File: src/include/otcs_params.svh
// Function
// - six-bit tune loaded from factory value
// - software writes tune; larger means slower
// - config word two bit doubles rc
// - low power bit cleared on reset
// - half cpu clock out when crystal unused
// - rc select bit forces rc as cpu clock
// - watchdog oscillator has two rates
// - external mode: pin is port or clock
// - switch cpu clock source while running
// - read-only done flag in bit seven
// - done flag clears when switch starts
// - no control writes while done is zero
// - control source and doubler reset from config word one
// - decode three-bit oscillator type field
// - control bit three doubles rc
// - control bit four: crystal clocks watchdog
// - bit five picks 400k or 25k
// - only full resets reload the tune
`ifndef OTCS_PARAMS_SVH
`define OTCS_PARAMS_SVH

// ----------------------------------------
// register offsets
// ----------------------------------------
`define OTCS_ADDR_TUNE 16'h0096
`define OTCS_ADDR_CTRL 16'hFFDE
`define OTCS_ADDR_AUX 16'h00A0

// ----------------------------------------
// field positions
// ----------------------------------------
`define OTCS_CFG1_DBL_BIT 7
`define OTCS_CFG2_DBL_BIT 7
`define OTCS_AUX_LP_BIT 7

// ----------------------------------------
// oscillator type codes
// ----------------------------------------
`define OTCS_OSC_EXT 3'h7
`define OTCS_OSC_WDT 3'h4
`define OTCS_OSC_RC 3'h3
`define OTCS_OSC_XLO 3'h2
`define OTCS_OSC_XMD 3'h1
`define OTCS_OSC_XHI 3'h0

// ----------------------------------------
// reset values
// ----------------------------------------
`define OTCS_RST_DONE 1'b1
`define OTCS_RST_HI3 3'h0
`define OTCS_RST_TSEL 2'h0
`define OTCS_RST_LP 1'b0

`endif

File: src/include/otcs_pkg.sv
`default_nettype none
package otcs_pkg;

    // oscillator class decoded from the type field
    typedef enum logic [2:0] {
        OTCS_CLS_EXT,
        OTCS_CLS_WDT,
        OTCS_CLS_RC,
        OTCS_CLS_XTAL,
        OTCS_CLS_BAD
    } otcs_cls_e;

    // switch sequencer
    typedef enum logic [1:0] {
        OTCS_SW_IDLE,
        OTCS_SW_REQ,
        OTCS_SW_REL
    } otcs_sw_e;

    typedef struct packed {
        logic rc_sel;
        logic clk_out_en;
        logic [5:0] tune;
    } otcs_tune_s;

    typedef struct packed {
        logic done;
        logic rsv;
        logic wd_rate;
        logic xtal_wd;
        logic dbl;
        logic [2:0] osc;
    } otcs_ctrl_s;

endpackage
`default_nettype wire

File: src/core/otcs_top.sv
// The implementer's own choice: the plain strobed port.
`include "otcs_params.svh"
`default_nettype none

module otcs_top
    import otcs_pkg::*;
(
    input wire logic CLOCK,
    input wire logic RST_N,
    // full reset cause: power-on or watchdog
    input wire logic FULL_RESET,
    input wire logic [5:0] FACTORY_TUNE,
    input wire logic [7:0] CFG_WORD_ONE,
    input wire logic [7:0] CFG_WORD_TWO,
    // register port
    input wire logic [15:0] ADDR,
    input wire logic [7:0] WDATA,
    input wire logic WR,
    input wire logic RD,
    output logic [7:0] RDATA,
    // clock mux handshake
    output logic SW_REQ,
    output logic [2:0] SW_SRC,
    input wire logic SW_ACK,
    // clock steering
    output logic [2:0] CPU_SRC,
    output logic RC_DOUBLE,
    output logic [5:0] RC_TUNE,
    output logic WDT_XTAL,
    output logic WDT_SLOW,
    output logic LOW_POWER,
    // crystal output pin
    input wire logic PORT_DATA,
    input wire logic PORT_OE,
    output logic XTAL_OUT_O,
    output logic XTAL_OUT_OE
);

    // ----------------------------------------
    // decode helpers
    // ----------------------------------------

    // type field to oscillator class
    function automatic otcs_cls_e osc_class(input logic [2:0] code);
        otcs_cls_e c;
        c = OTCS_CLS_BAD;
        case (code)
            `OTCS_OSC_EXT: c = OTCS_CLS_EXT;
            `OTCS_OSC_WDT: c = OTCS_CLS_WDT;
            `OTCS_OSC_RC: c = OTCS_CLS_RC;
            `OTCS_OSC_XLO: c = OTCS_CLS_XTAL;
            `OTCS_OSC_XMD: c = OTCS_CLS_XTAL;
            `OTCS_OSC_XHI: c = OTCS_CLS_XTAL;
            default: c = OTCS_CLS_BAD;
        endcase
        return c;
    endfunction

    // ----------------------------------------
    // state
    // ----------------------------------------
    otcs_tune_s tune_q;
    otcs_tune_s tune_d;
    otcs_ctrl_s ctrl_q;
    otcs_ctrl_s ctrl_d;
    otcs_sw_e sw_q;
    otcs_sw_e sw_d;
    logic [2:0] act_src_q;
    logic [2:0] act_src_d;
    logic act_dbl_q;
    logic act_dbl_d;
    logic lp_q;
    logic lp_d;
    logic [7:0] rdata_q;
    logic [7:0] rdata_d;
    logic ack_meta_q;
    logic ack_sync_q;
    logic sw_req_q;
    logic [2:0] cpu_src_q;
    logic [2:0] cpu_src_d;
    logic rc_dbl_q;
    logic rc_dbl_d;
    logic wdt_xtal_q;
    logic wdt_slow_q;
    logic pin_o_q;
    logic pin_o_d;
    logic pin_oe_q;
    logic pin_oe_d;

    // ----------------------------------------
    // register port decode
    // ----------------------------------------
    otcs_ctrl_s wr_ctrl;
    wire sel_tune = (ADDR == `OTCS_ADDR_TUNE);
    wire sel_ctrl = (ADDR == `OTCS_ADDR_CTRL);
    wire sel_aux = (ADDR == `OTCS_ADDR_AUX);
    wire wr_tune = WR && sel_tune;
    wire wr_aux = WR && sel_aux;
    assign wr_ctrl = otcs_ctrl_s'(WDATA);

    // reserved codes are refused whole, like a locked write
    wire wr_code_ok = (osc_class(wr_ctrl.osc) != OTCS_CLS_BAD);
    wire wr_ctrl_ok = WR && sel_ctrl && ctrl_q.done && wr_code_ok;

    // a new source or doubler setting needs a changeover
    wire src_change = (wr_ctrl.osc != ctrl_q.osc) || (wr_ctrl.dbl != ctrl_q.dbl);
    wire sw_start = wr_ctrl_ok && src_change;

    // ----------------------------------------
    // tune register next value
    // ----------------------------------------
    // the whole byte is taken; keeping the tune intact
    // across bit six or seven edits is up to software
    assign tune_d = wr_tune ? otcs_tune_s'(WDATA) : tune_q;

    // ----------------------------------------
    // low power bit next value
    // ----------------------------------------
    assign lp_d = wr_aux ? WDATA[`OTCS_AUX_LP_BIT] : lp_q;

    // ----------------------------------------
    // switch sequencer
    // ----------------------------------------
    // the mux keeps the old clock until it has both
    // edges parked; ack high means the new one is live
    always_comb begin
        sw_d = sw_q;
        act_src_d = act_src_q;
        act_dbl_d = act_dbl_q;
        case (sw_q)
            OTCS_SW_IDLE: begin
                if (sw_start) begin
                    sw_d = OTCS_SW_REQ;
                end
            end
            OTCS_SW_REQ: begin
                if (ack_sync_q) begin
                    sw_d = OTCS_SW_REL;
                    act_src_d = ctrl_q.osc;
                    act_dbl_d = ctrl_q.dbl;
                end
            end
            OTCS_SW_REL: begin
                if (!ack_sync_q) begin
                    sw_d = OTCS_SW_IDLE;
                end
            end
            default: sw_d = OTCS_SW_IDLE;
        endcase
    end

    // ----------------------------------------
    // control register next value
    // ----------------------------------------
    // writes are only taken while done is high, so the
    // hardware set and the software start never collide
    always_comb begin
        ctrl_d = ctrl_q;
        if (wr_ctrl_ok) begin
            ctrl_d.osc = wr_ctrl.osc;
            ctrl_d.dbl = wr_ctrl.dbl;
            ctrl_d.xtal_wd = wr_ctrl.xtal_wd;
            ctrl_d.wd_rate = wr_ctrl.wd_rate;
        end
        if (sw_start) begin
            ctrl_d.done = 1'b0;
        end else if (sw_q == OTCS_SW_REL && !ack_sync_q) begin
            ctrl_d.done = 1'b1;
        end
        ctrl_d.rsv = 1'b0;
    end

    // ----------------------------------------
    // cpu clock steering
    // ----------------------------------------
    // rc select overrides the committed source at once
    assign cpu_src_d = tune_q.rc_sel ? `OTCS_OSC_RC : act_src_q;

    // either doubler source doubles the rc output
    wire dbl_any = CFG_WORD_TWO[`OTCS_CFG2_DBL_BIT] || act_dbl_q;
    assign rc_dbl_d = dbl_any && (osc_class(cpu_src_d) == OTCS_CLS_RC);

    // ----------------------------------------
    // watchdog clock choice
    // ----------------------------------------
    // rate only matters while the crystal does not clock the watchdog
    wire wdt_slow_d = !ctrl_q.xtal_wd && ctrl_q.wd_rate;

    // ----------------------------------------
    // crystal output pin
    // ----------------------------------------
    // the crystal is in use when it clocks the cpu or
    // the watchdog; then the pin belongs to the crystal
    wire xtal_used = (osc_class(cpu_src_d) == OTCS_CLS_XTAL) || ctrl_q.xtal_wd;
    wire clk_out_on = tune_q.clk_out_en && !xtal_used;

    // toggling every edge gives half of the cpu clock,
    // which the core clock stands in for here
    assign pin_o_d = clk_out_on ? !pin_o_q : PORT_DATA;
    assign pin_oe_d = clk_out_on || (!xtal_used && PORT_OE);

    // ----------------------------------------
    // read data
    // ----------------------------------------
    // unmapped reads answer zero; no read side effects
    always_comb begin
        rdata_d = 8'h00;
        if (RD && sel_tune) begin
            rdata_d = tune_q;
        end else if (RD && sel_ctrl) begin
            rdata_d = ctrl_q;
        end else if (RD && sel_aux) begin
            rdata_d[`OTCS_AUX_LP_BIT] = lp_q;
        end
    end

    // ----------------------------------------
    // ack synchroniser
    // ----------------------------------------
    // the mux runs on the oscillators, not on CLOCK
    always_ff @(posedge CLOCK) begin
        if (!RST_N) begin
            ack_meta_q <= 1'b0;
            ack_sync_q <= 1'b0;
        end else begin
            ack_meta_q <= SW_ACK;
            ack_sync_q <= ack_meta_q;
        end
    end

    // ----------------------------------------
    // tune register
    // ----------------------------------------
    // a light reset keeps the calibration the user set
    always_ff @(posedge CLOCK) begin
        if (!RST_N) begin
            tune_q.rc_sel <= 1'b0;
            tune_q.clk_out_en <= 1'b0;
            if (FULL_RESET) begin
                tune_q.tune <= FACTORY_TUNE;
            end
        end else begin
            tune_q <= tune_d;
        end
    end

    // ----------------------------------------
    // control register and sequencer
    // ----------------------------------------
    always_ff @(posedge CLOCK) begin
        if (!RST_N) begin
            ctrl_q.done <= `OTCS_RST_DONE;
            {ctrl_q.rsv, ctrl_q.wd_rate, ctrl_q.xtal_wd} <= `OTCS_RST_HI3;
            ctrl_q.dbl <= CFG_WORD_ONE[`OTCS_CFG1_DBL_BIT];
            ctrl_q.osc <= CFG_WORD_ONE[2:0];
            act_src_q <= CFG_WORD_ONE[2:0];
            act_dbl_q <= CFG_WORD_ONE[`OTCS_CFG1_DBL_BIT];
            sw_q <= OTCS_SW_IDLE;
            sw_req_q <= 1'b0;
        end else begin
            ctrl_q <= ctrl_d;
            act_src_q <= act_src_d;
            act_dbl_q <= act_dbl_d;
            sw_q <= sw_d;
            sw_req_q <= (sw_d == OTCS_SW_REQ);
        end
    end

    // ----------------------------------------
    // aux, read data and steering outputs
    // ----------------------------------------
    always_ff @(posedge CLOCK) begin
        if (!RST_N) begin
            lp_q <= `OTCS_RST_LP;
            rdata_q <= 8'h00;
            cpu_src_q <= CFG_WORD_ONE[2:0];
            rc_dbl_q <= 1'b0;
            {wdt_xtal_q, wdt_slow_q} <= `OTCS_RST_TSEL;
            pin_o_q <= 1'b0;
            pin_oe_q <= 1'b0;
        end else begin
            lp_q <= lp_d;
            rdata_q <= rdata_d;
            cpu_src_q <= cpu_src_d;
            rc_dbl_q <= rc_dbl_d;
            wdt_xtal_q <= ctrl_q.xtal_wd;
            wdt_slow_q <= wdt_slow_d;
            pin_o_q <= pin_o_d;
            pin_oe_q <= pin_oe_d;
        end
    end

    // ----------------------------------------
    // output wiring
    // ----------------------------------------
    assign RDATA = rdata_q;
    assign SW_REQ = sw_req_q;
    assign SW_SRC = ctrl_q.osc;
    assign CPU_SRC = cpu_src_q;
    assign RC_DOUBLE = rc_dbl_q;
    assign RC_TUNE = tune_q.tune;
    assign WDT_XTAL = wdt_xtal_q;
    assign WDT_SLOW = wdt_slow_q;
    assign LOW_POWER = lp_q;
    assign XTAL_OUT_O = pin_o_q;
    assign XTAL_OUT_OE = pin_oe_q;

endmodule

`default_nettype wire

File: config.mk
export PLATFORM = sky130hd
export DESIGN_NAME = otcs_top
export DESIGN_NICKNAME = d
export VERILOG_FILES = /design/src/include/otcs_pkg.sv /design/src/core/otcs_top.sv
export VERILOG_INCLUDE_DIRS = /design/src /design/src/include
export SDC_FILE = /design/constraint.sdc
export NUM_CORES = 1
export LEC_CHECK = 0
export ABC_AREA = 1
export BUFFER_PORTS_ARGS = -buffer_cell sky130_fd_sc_hd__buf_2
export CAP_MARGIN = 10
export CORE_MARGIN = 2
export CORE_UTILIZATION = 51
export DETAILED_ROUTE_END_ITERATION = 7
export GPL_TIMING_DRIVEN = 0
export PLACE_DENSITY_LB_ADDON = 0.12
export SLEW_MARGIN = 25
export SYNTH_ARGS = -nofsm -noshare
export SYNTH_HDL_FRONTEND = slang
export SYNTH_SLANG_ARGS = --single-unit
File: constraint.sdc
create_clock -name CLOCK -period 3.5 [get_ports CLOCK]
set_input_delay 0.35 -clock CLOCK [delete_from_list [all_inputs] [get_ports CLOCK]]
set_output_delay 0.35 -clock CLOCK [all_outputs]
set_load 0.01 [all_outputs]
==> results by group, run 1 <==
Synth
  – Cell Area, Synth: 1910 µm²
  – Most used flip-flop cell after synthesis: dfxtp_1
  – Synthesized instance count: 223
  – Warnings, synthesis: 0
  – Post-synth cell types: 29
  – Avg Inst Size Synth: 8.56 µm²
  – Post-synth EDFFs: 14
  – Seq/Total Area, Yosys: 0.503
  – Post-Syn Nets: 277
  – Async set or reset register ratio after synthesis: 0
  – Synth Register Bits: 41

Final layout
  – Register area: 961 µm²
  – Fill cells: 346
  – Ant diodes: 0
  – Finished Layout Cells: 348
  – Area Growth Syn to Fin: 26.3%
  – Footprint of the multi-input gates: 811 µm²
  – Nets: 353
  – Layout cells sized above 1: 0.380

Timing
  – Final setup fails: 0
  – Pins Over Slew Limit: 0
  – Upper clock frequency limit: 720 MHz
  – Final worst path period need: 1.39 ns
  – Clk_skew: 0.00492 ns
  – Final Cycle Share: 0.397
  – Setup WS post-layout: 2.11 ns
  – Final Hold Viols: 0
  – Worst hold slack: 0.231 ns
  – RSZ-0062 raised after global routing: false
  – Rel. slew slack: 0.567
  – Worst slew pin tran: 0.643 ns
  – Post-route setup TNS: 0 ns

Floorplan
  – Floorplan row count: 22
  – Die ar.: 4250 µm²
  – Initial core utilization: 0.525
  – Die Width: 65.2 µm
  – CORE AREA: 3630 µm²
  – Die H: 65.2 µm
  – I/O pins: 81

Placement
  – I/O Buffers: 69
  – Final HPWL DP: 3230 µm
  – Gpl congestion: 0.759
  – Pre-CTS setup slack: 1.82 ns
  – DP Cell Count: 340

Pwr
  – Cell Int Power: 728 µW
  – Flop pwr share: 0.538
  – Clock power frac: 0.339
  – Leak pwr: 1.15 nW
  – Net Sw Frac: 0.254
  – Net Switching: 248 µW
  – Logic pwr share: 0.123
  – Worst VDD drop: 208 µV
  – Power Density: 405 nW/µm²

Setup path
  – Arrival time at the worst endpoint: 1.04 ns
  – Reg2reg start: ctrl_q[7]
  – Critical path startpoint category: flip-flop
  – Worst setup EP type: output port
  – Setup Crit Path Kind: flip-flop to output port
  – Crit path required time: 3.15 ns
  – Beginning of the critical path: SW_SRC[2]
  – Crit-path max FO: 3

Detailed routing
  – Via count: 1715
  – Vias per Instance: 4.93
  – Initial DRT Pass Iterations: 4
  – DRT iter0 DRCs: 66
  – Routed length per instance: 11.6 µm
  – Routed Antenna Nets: 0
  – Final WL: 4040 µm
  – Post-route DRC: 0

Min path
  – Worst Min Path Start: SW_ACK
  – Type of the most critical hold path: input pin to flip-flop

Global route
  – Met2 Usage GRT: 0.333
  – Total gr overflow: 0
  – Initial antenna violation count: 0
  – Grt met3 use: 0.0479
  – First-pass GRT wire length: 6620 µm
  – GRT busiest layer: met2
  – Vias in the first global route: 1498
  – Met1 usage: 0.265
  – Gr usage total: 0.205
  – Largest net degree at the start of global routing: 14

CTS
  – Clk_lat worst skew: 0.30 ns
  – Setup Fix Bufs, Post-CTS: 0
  – CTS Buffer Depth: 2
  – Sink Count: 41
  – Post-CTS resize count: 0
  – Clock-pin transition on the worst setup and hold timing paths: 0.08 ns
  – CTS tree: built
  – # H-tree levels: 2
  – CTS root buf: clkbuf_8
  – CTS Buf Count: 5
  – # hold bufs at CTS: 0

Flow run
  – Max cap viols: 0

Outcome
  – Status: finished, final reports clean
-- worst max-delay path, cell delays in order (launching register included) --
cell,delay [ns]
edfxtp_1,0.46
buf_4,0.16
buf_2,0.13
-- registers in the layout (all words and copies together) (netlist names), 2 cells and up --
name,flops
act_src_q,3
SW_SRC,3
RDATA,8
RC_TUNE,6
sw_q,2
ctrl_q,4
CPU_SRC,3
tune_q,2
-- cells in the mapped netlist, types with 2 or more instances --
master     n  area share
nand2_1   66        0.13
dfxtp_1   27        0.28
nor2_1    25       0.049
edfxtp_1  14        0.22
inv_1     11       0.022
a21oi_1    9       0.024
buf_4      9       0.035
o21ai_0    9       0.024
nand3_2    8       0.042
nand3_1    7       0.018
o21ai_2    6       0.028
nand4_1    5       0.016
xnor2_1    4       0.018
clkbuf_1   3      0.0059
nor2_4     3       0.018
inv_2      2      0.0039
nand2_2    2      0.0066
nor2_2     2      0.0066
-- path summary, 6_finish.rpt --
| check | end | slack (ns) | depth (start not counted) |
|---|---|---|---|
| max | SW_SRC[2] | 2.11 | 2 |
| min | ack_meta_q | 0.23 | 3 |
| max reg2reg | SW_SRC[2] | 2.17 | 4 |
| min reg2reg | ack_sync_q | 0.42 | 2 |
-- placed cells by master, fill, tap and decap left out, types with 5 or more instances in the layout --
cell type,instances
clkbuf_8,6
a21oi_1,9
buf_2,70
buf_4,9
o21ai_2,6
nand3_1,7
nand4_1,5
nand2_1,66
dfxtp_1,27
nand3_2,8
nor2_1,25
o21ai_0,9
edfxtp_1,14
inv_1,11
-- metrics by stage --
stage               area (µm²)  power [mW]  utilization
floorplan                 1910       0.599            -
global placement          2310       0.654        0.637
detailed placement        2310       0.657        0.637
CTS                       2410       0.978        0.664
global route              2410        1.02        0.664
finish                    2410       0.976        0.664
-- per-layer routing --
layer	part of all wire	wire, µm	vias to the layer above
met4	0.013	53	0
li1	-	-	872
met3	0.089	359	7
met2	0.49	1960	79
met1	0.41	1660	757
met5	0	0	-
-- final cells by class --
class                   count  area share
plain buffers              13      0.0348
clock buffers               6      0.0343
clock inverters             2     0.00571
inverters                  14      0.0223
multi-input cells         155       0.336
flip-flops and latches     41       0.399
well taps                  48      0.0249
repair buffers             69       0.143
-- cell families after synthesis --
logic type | Yosys count | synth area share
AO/OA/AOI/OAI | 27 | 0.0852
AND/OR/NAND/NOR | 124 | 0.321
buffers and inverters | 27 | 0.0721
XOR/XNOR | 4 | 0.0183
flip-flops | 41 | 0.503
-- power by group through the flow --
stage | registers (mW) | logic (mW) | clock network (mW)
finish | 0.525 | 0.120 | 0.331
global route | 0.528 | 0.135 | 0.355
CTS | 0.525 | 0.121 | 0.332
global placement | 0.536 | 0.119 | 0
detailed placement | 0.536 | 0.121 | 0
floorplan | 0.536 | 0.0624 | 0
(Power assumes the default switching activity.)
==> run 2: changes to the inputs <==
--- a/config.mk
+++ b/config.mk
@@ -10,7 +10,7 @@
 export BUFFER_PORTS_ARGS = -buffer_cell sky130_fd_sc_hd__buf_2
 export CAP_MARGIN = 10
 export CORE_MARGIN = 2
-export CORE_UTILIZATION = 51
+export CORE_UTILIZATION = 43
 export DETAILED_ROUTE_END_ITERATION = 7
 export GPL_TIMING_DRIVEN = 0
 export PLACE_DENSITY_LB_ADDON = 0.12
==> constraint.sdc (replaced) <==
create_clock -name CLOCK -period 1.1 [get_ports CLOCK]
set_input_delay 0.11 -clock CLOCK [delete_from_list [all_inputs] [get_ports CLOCK]]
set_output_delay 0.11 -clock CLOCK [all_outputs]
set_load 0.01 [all_outputs]
==> run 2 against run 1 <==
Against the previous run:
- final cell count is 1.4% higher
- first-iteration DRC count is 33% higher
- sequential power grew to 3.2 times the previous value
- largest power group unchanged
- clock power grew to 3.6 times the previous value
- worst setup slack worse by 2.1 ns
- combinational power rose to 3.4 times the previous value
- worst hold slack worse by 0.18 ns
- register-to-register slack got worse by 2.1 ns
- power increased to 3.4 times the previous value
- clock-buffer cell count unchanged
- critical path depth increased by 3
- die area increased by 17%
==> results by group, run 2 (synthesis results as in run 1) <==
Global route
  – Total gr overflow: 0 (unchanged)
  – Gr usage total: 0.184 (-0.0213)
  – First-pass GRT wire length: 7150 µm (+8.0%)
  – Largest net degree at the start of global routing: 15 (+1)
  – GRT busiest layer: met2
  – Met2 Usage GRT: 0.287 (-0.0457)
  – Grt met3 use: 0.0541 (+0.00619)
  – Met1 usage: 0.248 (-0.0177)
  – Vias in the first global route: 1587 (+5.9%)
  – Initial antenna violation count: 0 (unchanged)

Timing
  – Rel. slew slack: 0.631 (+0.0639)
  – Final Hold Viols: 0 (unchanged)
  – Setup WS post-layout: 0.0292 ns (-2.08 ns)
  – Pins Over Slew Limit: 0 (unchanged)
  – Post-route setup TNS: 0 ns (unchanged)
  – RSZ-0062 raised after global routing: true
  – Final setup fails: 0 (unchanged)
  – Final Cycle Share: 0.973
  – Clk_skew: 0.00834 ns (+0.00342 ns)
  – Final worst path period need: 1.07 ns
  – Upper clock frequency limit: 934 MHz
  – Worst slew pin tran: 0.554 ns (-0.0890 ns)

Placement
  – Pre-CTS setup slack: -0.349 ns (-2.17 ns)
  – Placed cell area: 2320 µm² (+0.32%)
  – I/O Buffers: 69 (unchanged)
  – DP Cell Count: 344 (+1.2%)
  – Final HPWL DP: 3360 µm (+4.2%)
  – Gpl congestion: 0.775 (+2.1%)

CTS
  – CTS Buffer Depth: 2 (unchanged)
  – CTS root buf: clkbuf_8
  – # H-tree levels: 2 (unchanged)
  – Sink Count: 41 (unchanged)
  – Clock-pin transition on the worst setup and hold timing paths: 0.08 ns (about the same)
  – CTS Buf Count: 5 (unchanged)
  – Clk_lat worst skew: 0.30 ns (about the same)
  – CTS tree: built

Floorplan
  – Initial core utilization: 0.442 (-0.0839)
  – Floorplan row count: 24 (+9.1%)
  – Die Width: 70.6 µm (+8.4%)
  – Die H: 70.6 µm (+8.4%)
  – I/O pins: 81 (unchanged)
  – CORE AREA: 4320 µm² (+19%)
  – Die ar.: 4990 µm² (+17%)

Setup path
  – Crit path required time: 1.27 ns (-1.88 ns)
  – R2r setup slk: 0.03 ns (-2.14 ns)
  – Worst setup EP type: flip-flop
  – Reg2reg start: ctrl_q[3]
  – Arrival time at the worst endpoint: 1.24 ns (+0.20 ns)
  – Critical path startpoint category: flip-flop
  – Crit-path max FO: 3 (unchanged)
  – Setup Crit Path Kind: flip-flop to flip-flop
  – Beginning of the critical path: ctrl_q[3]

Final layout
  – Most common cell after layout, fill and taps aside: buf_2
  – Final instance area: 2490 µm² (+3.4%)
  – Max reg flops: 8 (unchanged)
  – Layout cells sized above 1: 0.415 (+0.0353)
  – Nets: 354 (+0.28%)
  – Area Growth Syn to Fin: 30.5%
  – Ant diodes: 0 (unchanged)
  – Finished Layout Cells: 353 (+1.4%)
  – Commonest non-fill, non-tap cells in the layout: 70 x buf_2, 62 x nand2_1, 25 x dfxtp_1, 24 x nor2_1, 14 x edfxtp_1

Detailed routing
  – Final WL: 4350 µm (+7.9%)
  – Initial DRT Pass Iterations: 4 (unchanged)
  – DRT iter0 DRCs: 88 (+33%)
  – Vias per Instance: 4.72 (-4.3%)
  – Post-route DRC: 0 (unchanged)
  – Routed Antenna Nets: 0 (unchanged)
  – Via count: 1665 (-2.9%)
  – Routed length per instance: 12.3 µm (+6.4%)

Pwr
  – Logic pwr share: 0.124 (about the same)
  – Flop pwr share: 0.510 (-0.028)
  – Power Density: 1310 nW/µm² (+220%)
  – Net Sw Frac: 0.240 (-0.0143)
  – Leak pwr: 1.18 nW (+2.6%)
  – Cell Int Power: 2.49 mW (+240%)
  – Net Switching: 785 µW (+220%)
  – Worst VDD drop: 715 µV (+240%)
  – Clock power frac: 0.366 (+0.027)

Outcome
  – Status: finished, final reports clean

Min path
  – Worst Min Path Start: WDATA[6]
  – Type of the most critical hold path: input pin to flip-flop

Flow run
  – Max cap viols: 0 (unchanged)
[run 2: through the flow]
step | power, mW | utilization | hold WS [ns]
finish | 3.27 | 0.576 | 0.0551
global route | 3.41 | 0.576 | 0.0764
CTS | 3.27 | 0.564 | 0.0549
detailed placement | 2.09 | 0.537 | 0.298
global placement | 2.09 | 0.537 | 0.291
floorplan | 1.91 | - | 0.208
[run 2: worst max-delay path, stage by stage (launching register included)]
cell and delay, ns:
edfxtp_1 0.43, xnor2_2 0.16, nand4_1 0.12, nand3_2 0.11, nand2_1 0.08, nand2_1 0.04
[run 2: power by group through the flow]
stage / registers (mW) / logic, mW / clock network, mW
2_1_floorplan: 1.71 / 0.200 / 0
3_3_place_gp: 1.70 / 0.385 / 0
3_5_place_dp: 1.70 / 0.388 / 0
4_1_cts: 1.67 / 0.389 / 1.22
5_1_grt: 1.68 / 0.456 / 1.28
6_report: 1.67 / 0.405 / 1.20
[run 2: repair_timing]
item                                   4_1_cts  5_1_grt
buffers inserted                             1        6
resized for setup                            8        8
setup endpoints to repair                   19       20
pin swaps                                    1        7
endpoints found under the hold margin        1        0
hold buffers                                 1        0
cloned                                       0        0
[run 2: cell type report]
cell class / instances / area [µm²]
Timing Repair Buffer: 77 / 408
Multi-Input combinational cell: 155 / 861
Clock inverter: 2 / 33.8
Fill cell: 415 / 1830
Clock buffer: 6 / 72.6
Sequential cell: 41 / 963
Inverter: 14 / 53.8
Buffer: 6 / 35.0
Tap cell: 52 / 65.1
[run 2: path summary, 6_finish.rpt]
kind | endpoint | depth (start not counted)
worst max-delay path | ctrl_q[7] | 5
worst min-delay path | tune_q[6] | 3
worst min register to register | ack_sync_q | 2
worst max register to register | ctrl_q[7] | 5
[run 2: per-layer routing]
metal | part of all wire | vias to the layer above
met3 | 0.068 | 7
li1 | - | 877
met2 | 0.47 | 57
met1 | 0.45 | 724
met5 | 0 | -
met4 | 0.011 | 0
==> run 3: changes to the inputs <==
--- a/config.mk
+++ b/config.mk
@@ -9,10 +9,11 @@
 export ABC_AREA = 1
 export BUFFER_PORTS_ARGS = -buffer_cell sky130_fd_sc_hd__buf_2
 export CAP_MARGIN = 10
-export CORE_MARGIN = 2
+export CORE_MARGIN = 1
 export CORE_UTILIZATION = 43
 export DETAILED_ROUTE_END_ITERATION = 7
 export GPL_TIMING_DRIVEN = 0
+export HOLD_SLACK_MARGIN = 0.02
 export PLACE_DENSITY_LB_ADDON = 0.12
 export SLEW_MARGIN = 25
 export SYNTH_ARGS = -nofsm -noshare
==> run 3 against run 2 <==
Against the previous run:
- critical path type unchanged
- final cell count shrank 1.1%
- clock power hardly changed
- die area decreased by 5.6%
- sequential share of layout area rose by 0.67 points
- combinational power fell by 5.9%
- design area is 1.5% lower
- worst setup slack lost 0.029 ns
==> results by group, run 3 (synthesis results as in run 1) <==
Outcome
  – Status: finished, final reports clean

Setup path
  – Cell Chain, Critical Path: a21oi_2 > a21oi_2 > nand2_1 > nand2_1 > o21ai_0 > and2_1
  – Crit-path max cell delay: 0.38 ns (-0.05 ns)
  – Critical path startpoint category: flip-flop
  – Crit-path max FO: 2 (-1)
  – Crit-path slowest cell: edfxtp_1
  – R2r setup slk: 0.0004 ns (-0.03 ns)
  – Worst reg2reg path endpoint: XTAL_OUT_O
  – Setup Crit Path Kind: flip-flop to flip-flop
  – Worst setup EP type: flip-flop
  – Cell count of the worst reg-to-reg path: 6 (+1)
  – Crit path required time: 1.28 ns (about the same)
  – Arrival time at the worst endpoint: 1.28 ns (+0.04 ns)
  – Reg2reg start: act_src_q[0]

Final layout
  – Max reg flops: 8 (unchanged)
  – Final instance area: 2460 µm² (-1.5%)
  – Nets: 352 (-0.56%)
  – Final Core Density: 0.593 (+0.0163)
  – Most common cell after layout, fill and taps aside: buf_2
  – Ant diodes: 0 (unchanged)
  – Commonest non-fill, non-tap cells in the layout: 70 x buf_2, 63 x nand2_1, 25 x dfxtp_1, 24 x nor2_1, 14 x edfxtp_1
  – Finished Layout Cells: 349 (-1.1%)
  – Area Growth Syn to Fin: 28.6%
  – Layout cells sized above 1: 0.401 (-0.0139)

Timing
  – Final setup fails: 0 (unchanged)
  – Pins Over Slew Limit: 0 (unchanged)
  – Worst slew pin tran: 0.562 ns (+0.00768 ns)
  – RSZ-0062 raised after global routing: true
  – Final Hold Viols: 0 (unchanged)
  – Post-route setup TNS: 0 ns (unchanged)
  – Worst hold slack: 0.0625 ns (+0.00742 ns)
  – Final worst path period need: 1.10 ns (+0.0288 ns)
  – Upper clock frequency limit: 909 MHz (-2.6%)
  – Rel. slew slack: 0.625 (-0.00512)
  – Clk_skew: 0.00868 ns (+0.000337 ns)
  – Setup WS post-layout: 0.000364 ns (-0.0288 ns)
  – Final Cycle Share: 1.00 (+0.0262)

Floorplan
  – Die H: 68.6 µm (-2.8%)
  – I/O pins: 81 (unchanged)
  – Die Width: 68.6 µm (-2.8%)
  – Floorplan row count: 23 (-4.2%)
  – Die ar.: 4710 µm² (-5.6%)
  – CORE AREA: 4140 µm² (-4.2%)
  – Initial core utilization: 0.461 (+0.0192)

Detailed routing
  – Met3 Wirelength: 255 µm (-13%)
  – Final WL: 4180 µm (-4.0%)
  – Post-route DRC: 0 (unchanged)
  – Wl on met1: 1950 µm (-0.56%)
  – DRT iter0 DRCs: 87 (-1.1%)
  – Vias per Instance: 4.84 (+2.7%)
  – Detail Route met2 WL: 1920 µm (-6.1%)
  – Highest metal used: met4
  – Routed length per instance: 12.0 µm (-2.9%)
  – Initial DRT Pass Iterations: 4 (unchanged)
  – Routed Antenna Nets: 0 (unchanged)
  – Via count: 1690 (+1.5%)

Pwr
  – Total Power: 3.22 mW (-1.5%)
  – Power Density: 1310 nW/µm² (about the same)
  – Leak pwr: 1.16 nW (-2.1%)
  – Worst VDD drop: 766 µV (+7.2%)

Global route
  – Total gr overflow: 0 (unchanged)
  – Vias in the first global route: 1499 (-5.5%)
  – Gr usage total: 0.199 (+0.0154)
  – Initial antenna violation count: 0 (unchanged)
  – First-pass GRT wire length: 6770 µm (-5.3%)
  – Largest net degree at the start of global routing: 13 (-2)

CTS
  – CTS Buf Count: 5 (unchanged)
  – Clock-pin transition on the worst setup and hold timing paths: 0.08 ns (about the same)
  – CTS Buffer Depth: 2 (unchanged)
  – CTS root buf: clkbuf_8
  – CTS tree: built
  – # H-tree levels: 2 (unchanged)
  – Sink Count: 41 (unchanged)
  – Clk_lat worst skew: 0.29 ns (about the same)

Placement
  – Final HPWL DP: 3250 µm (-3.3%)
  – DP Cell Count: 342 (-0.58%)
  – Gpl congestion: 0.802 (+3.5%)
  – Pre-CTS setup slack: -0.364 ns (-0.0146 ns)
  – I/O Buffers: 69 (unchanged)
  – Placed cell area: 2320 µm² (-0.11%)

Flow run
  – Max cap viols: 0 (unchanged)

Min path
  – Worst Hold Path EP: tune_q[6]
  – Worst Min Path Start: WDATA[6]
  – Type of the most critical hold path: input pin to flip-flop
  – Hold-critical path depth: 3 (unchanged)
## run 3: worst max-delay path by stage
stage / from / end / slack [ns] / cells after the start
2_1_floorplan: ctrl_q[7] / SW_SRC[0] / 0.002 / 4
3_3_place_gp: RST_N / RC_TUNE[0] / -0.35 / 4
6_report: act_src_q[0] / XTAL_OUT_O / 0.0004 / 6
3_5_place_dp: RST_N / RC_TUNE[0] / -0.36 / 4
5_1_grt: act_src_q[0] / XTAL_OUT_O / -0.1 / 6
4_1_cts: sw_q[0] / act_dbl_q / 0.0009 / 2
## run 3: layout make-up
class / count / area (µm²)
Buffer: 6 / 32.5
Multi-Input combinational cell: 155 / 842
Sequential cell: 41 / 966
Timing Repair Buffer: 75 / 393
Tap cell: 50 / 62.6
Clock buffer: 6 / 72.6
Clock inverter: 2 / 33.8
Fill cell: 395 / 1690
Inverter: 14 / 53.8
## run 3: worst max-delay path, delay by kind of cell, from the launching register on
kind,cells,cell delay (ns)
flops,1,0.38
compound gates,3,0.34
simple gates,3,0.27
## run 3: repair_timing
item | 4_1_cts | 5_1_grt
hold buffers | 1 | 0
setup buffers | 0 | 5
resized for setup | 10 | 3
pin swaps | 0 | 7
endpoints found under the hold margin | 1 | 0
endpoints found under the setup margin | 18 | 21
## run 3: power by group
part | internal [mW] | total [mW] | switching [mW]
clock | 0.670 | 1.17 | 0.503
sequential | 1.63 | 1.67 | 0.0342
combinational | 0.162 | 0.381 | 0.219
total | 2.47 | 3.22 | 0.756
## run 3: metal layers
layer | global-route usage | up-vias
met4 | 0.0703 | 0
met2 | 0.325 | 61
met5 | 0 | -
met1 | 0.259 | 752
li1 | - | 872
met3 | 0.0428 | 5
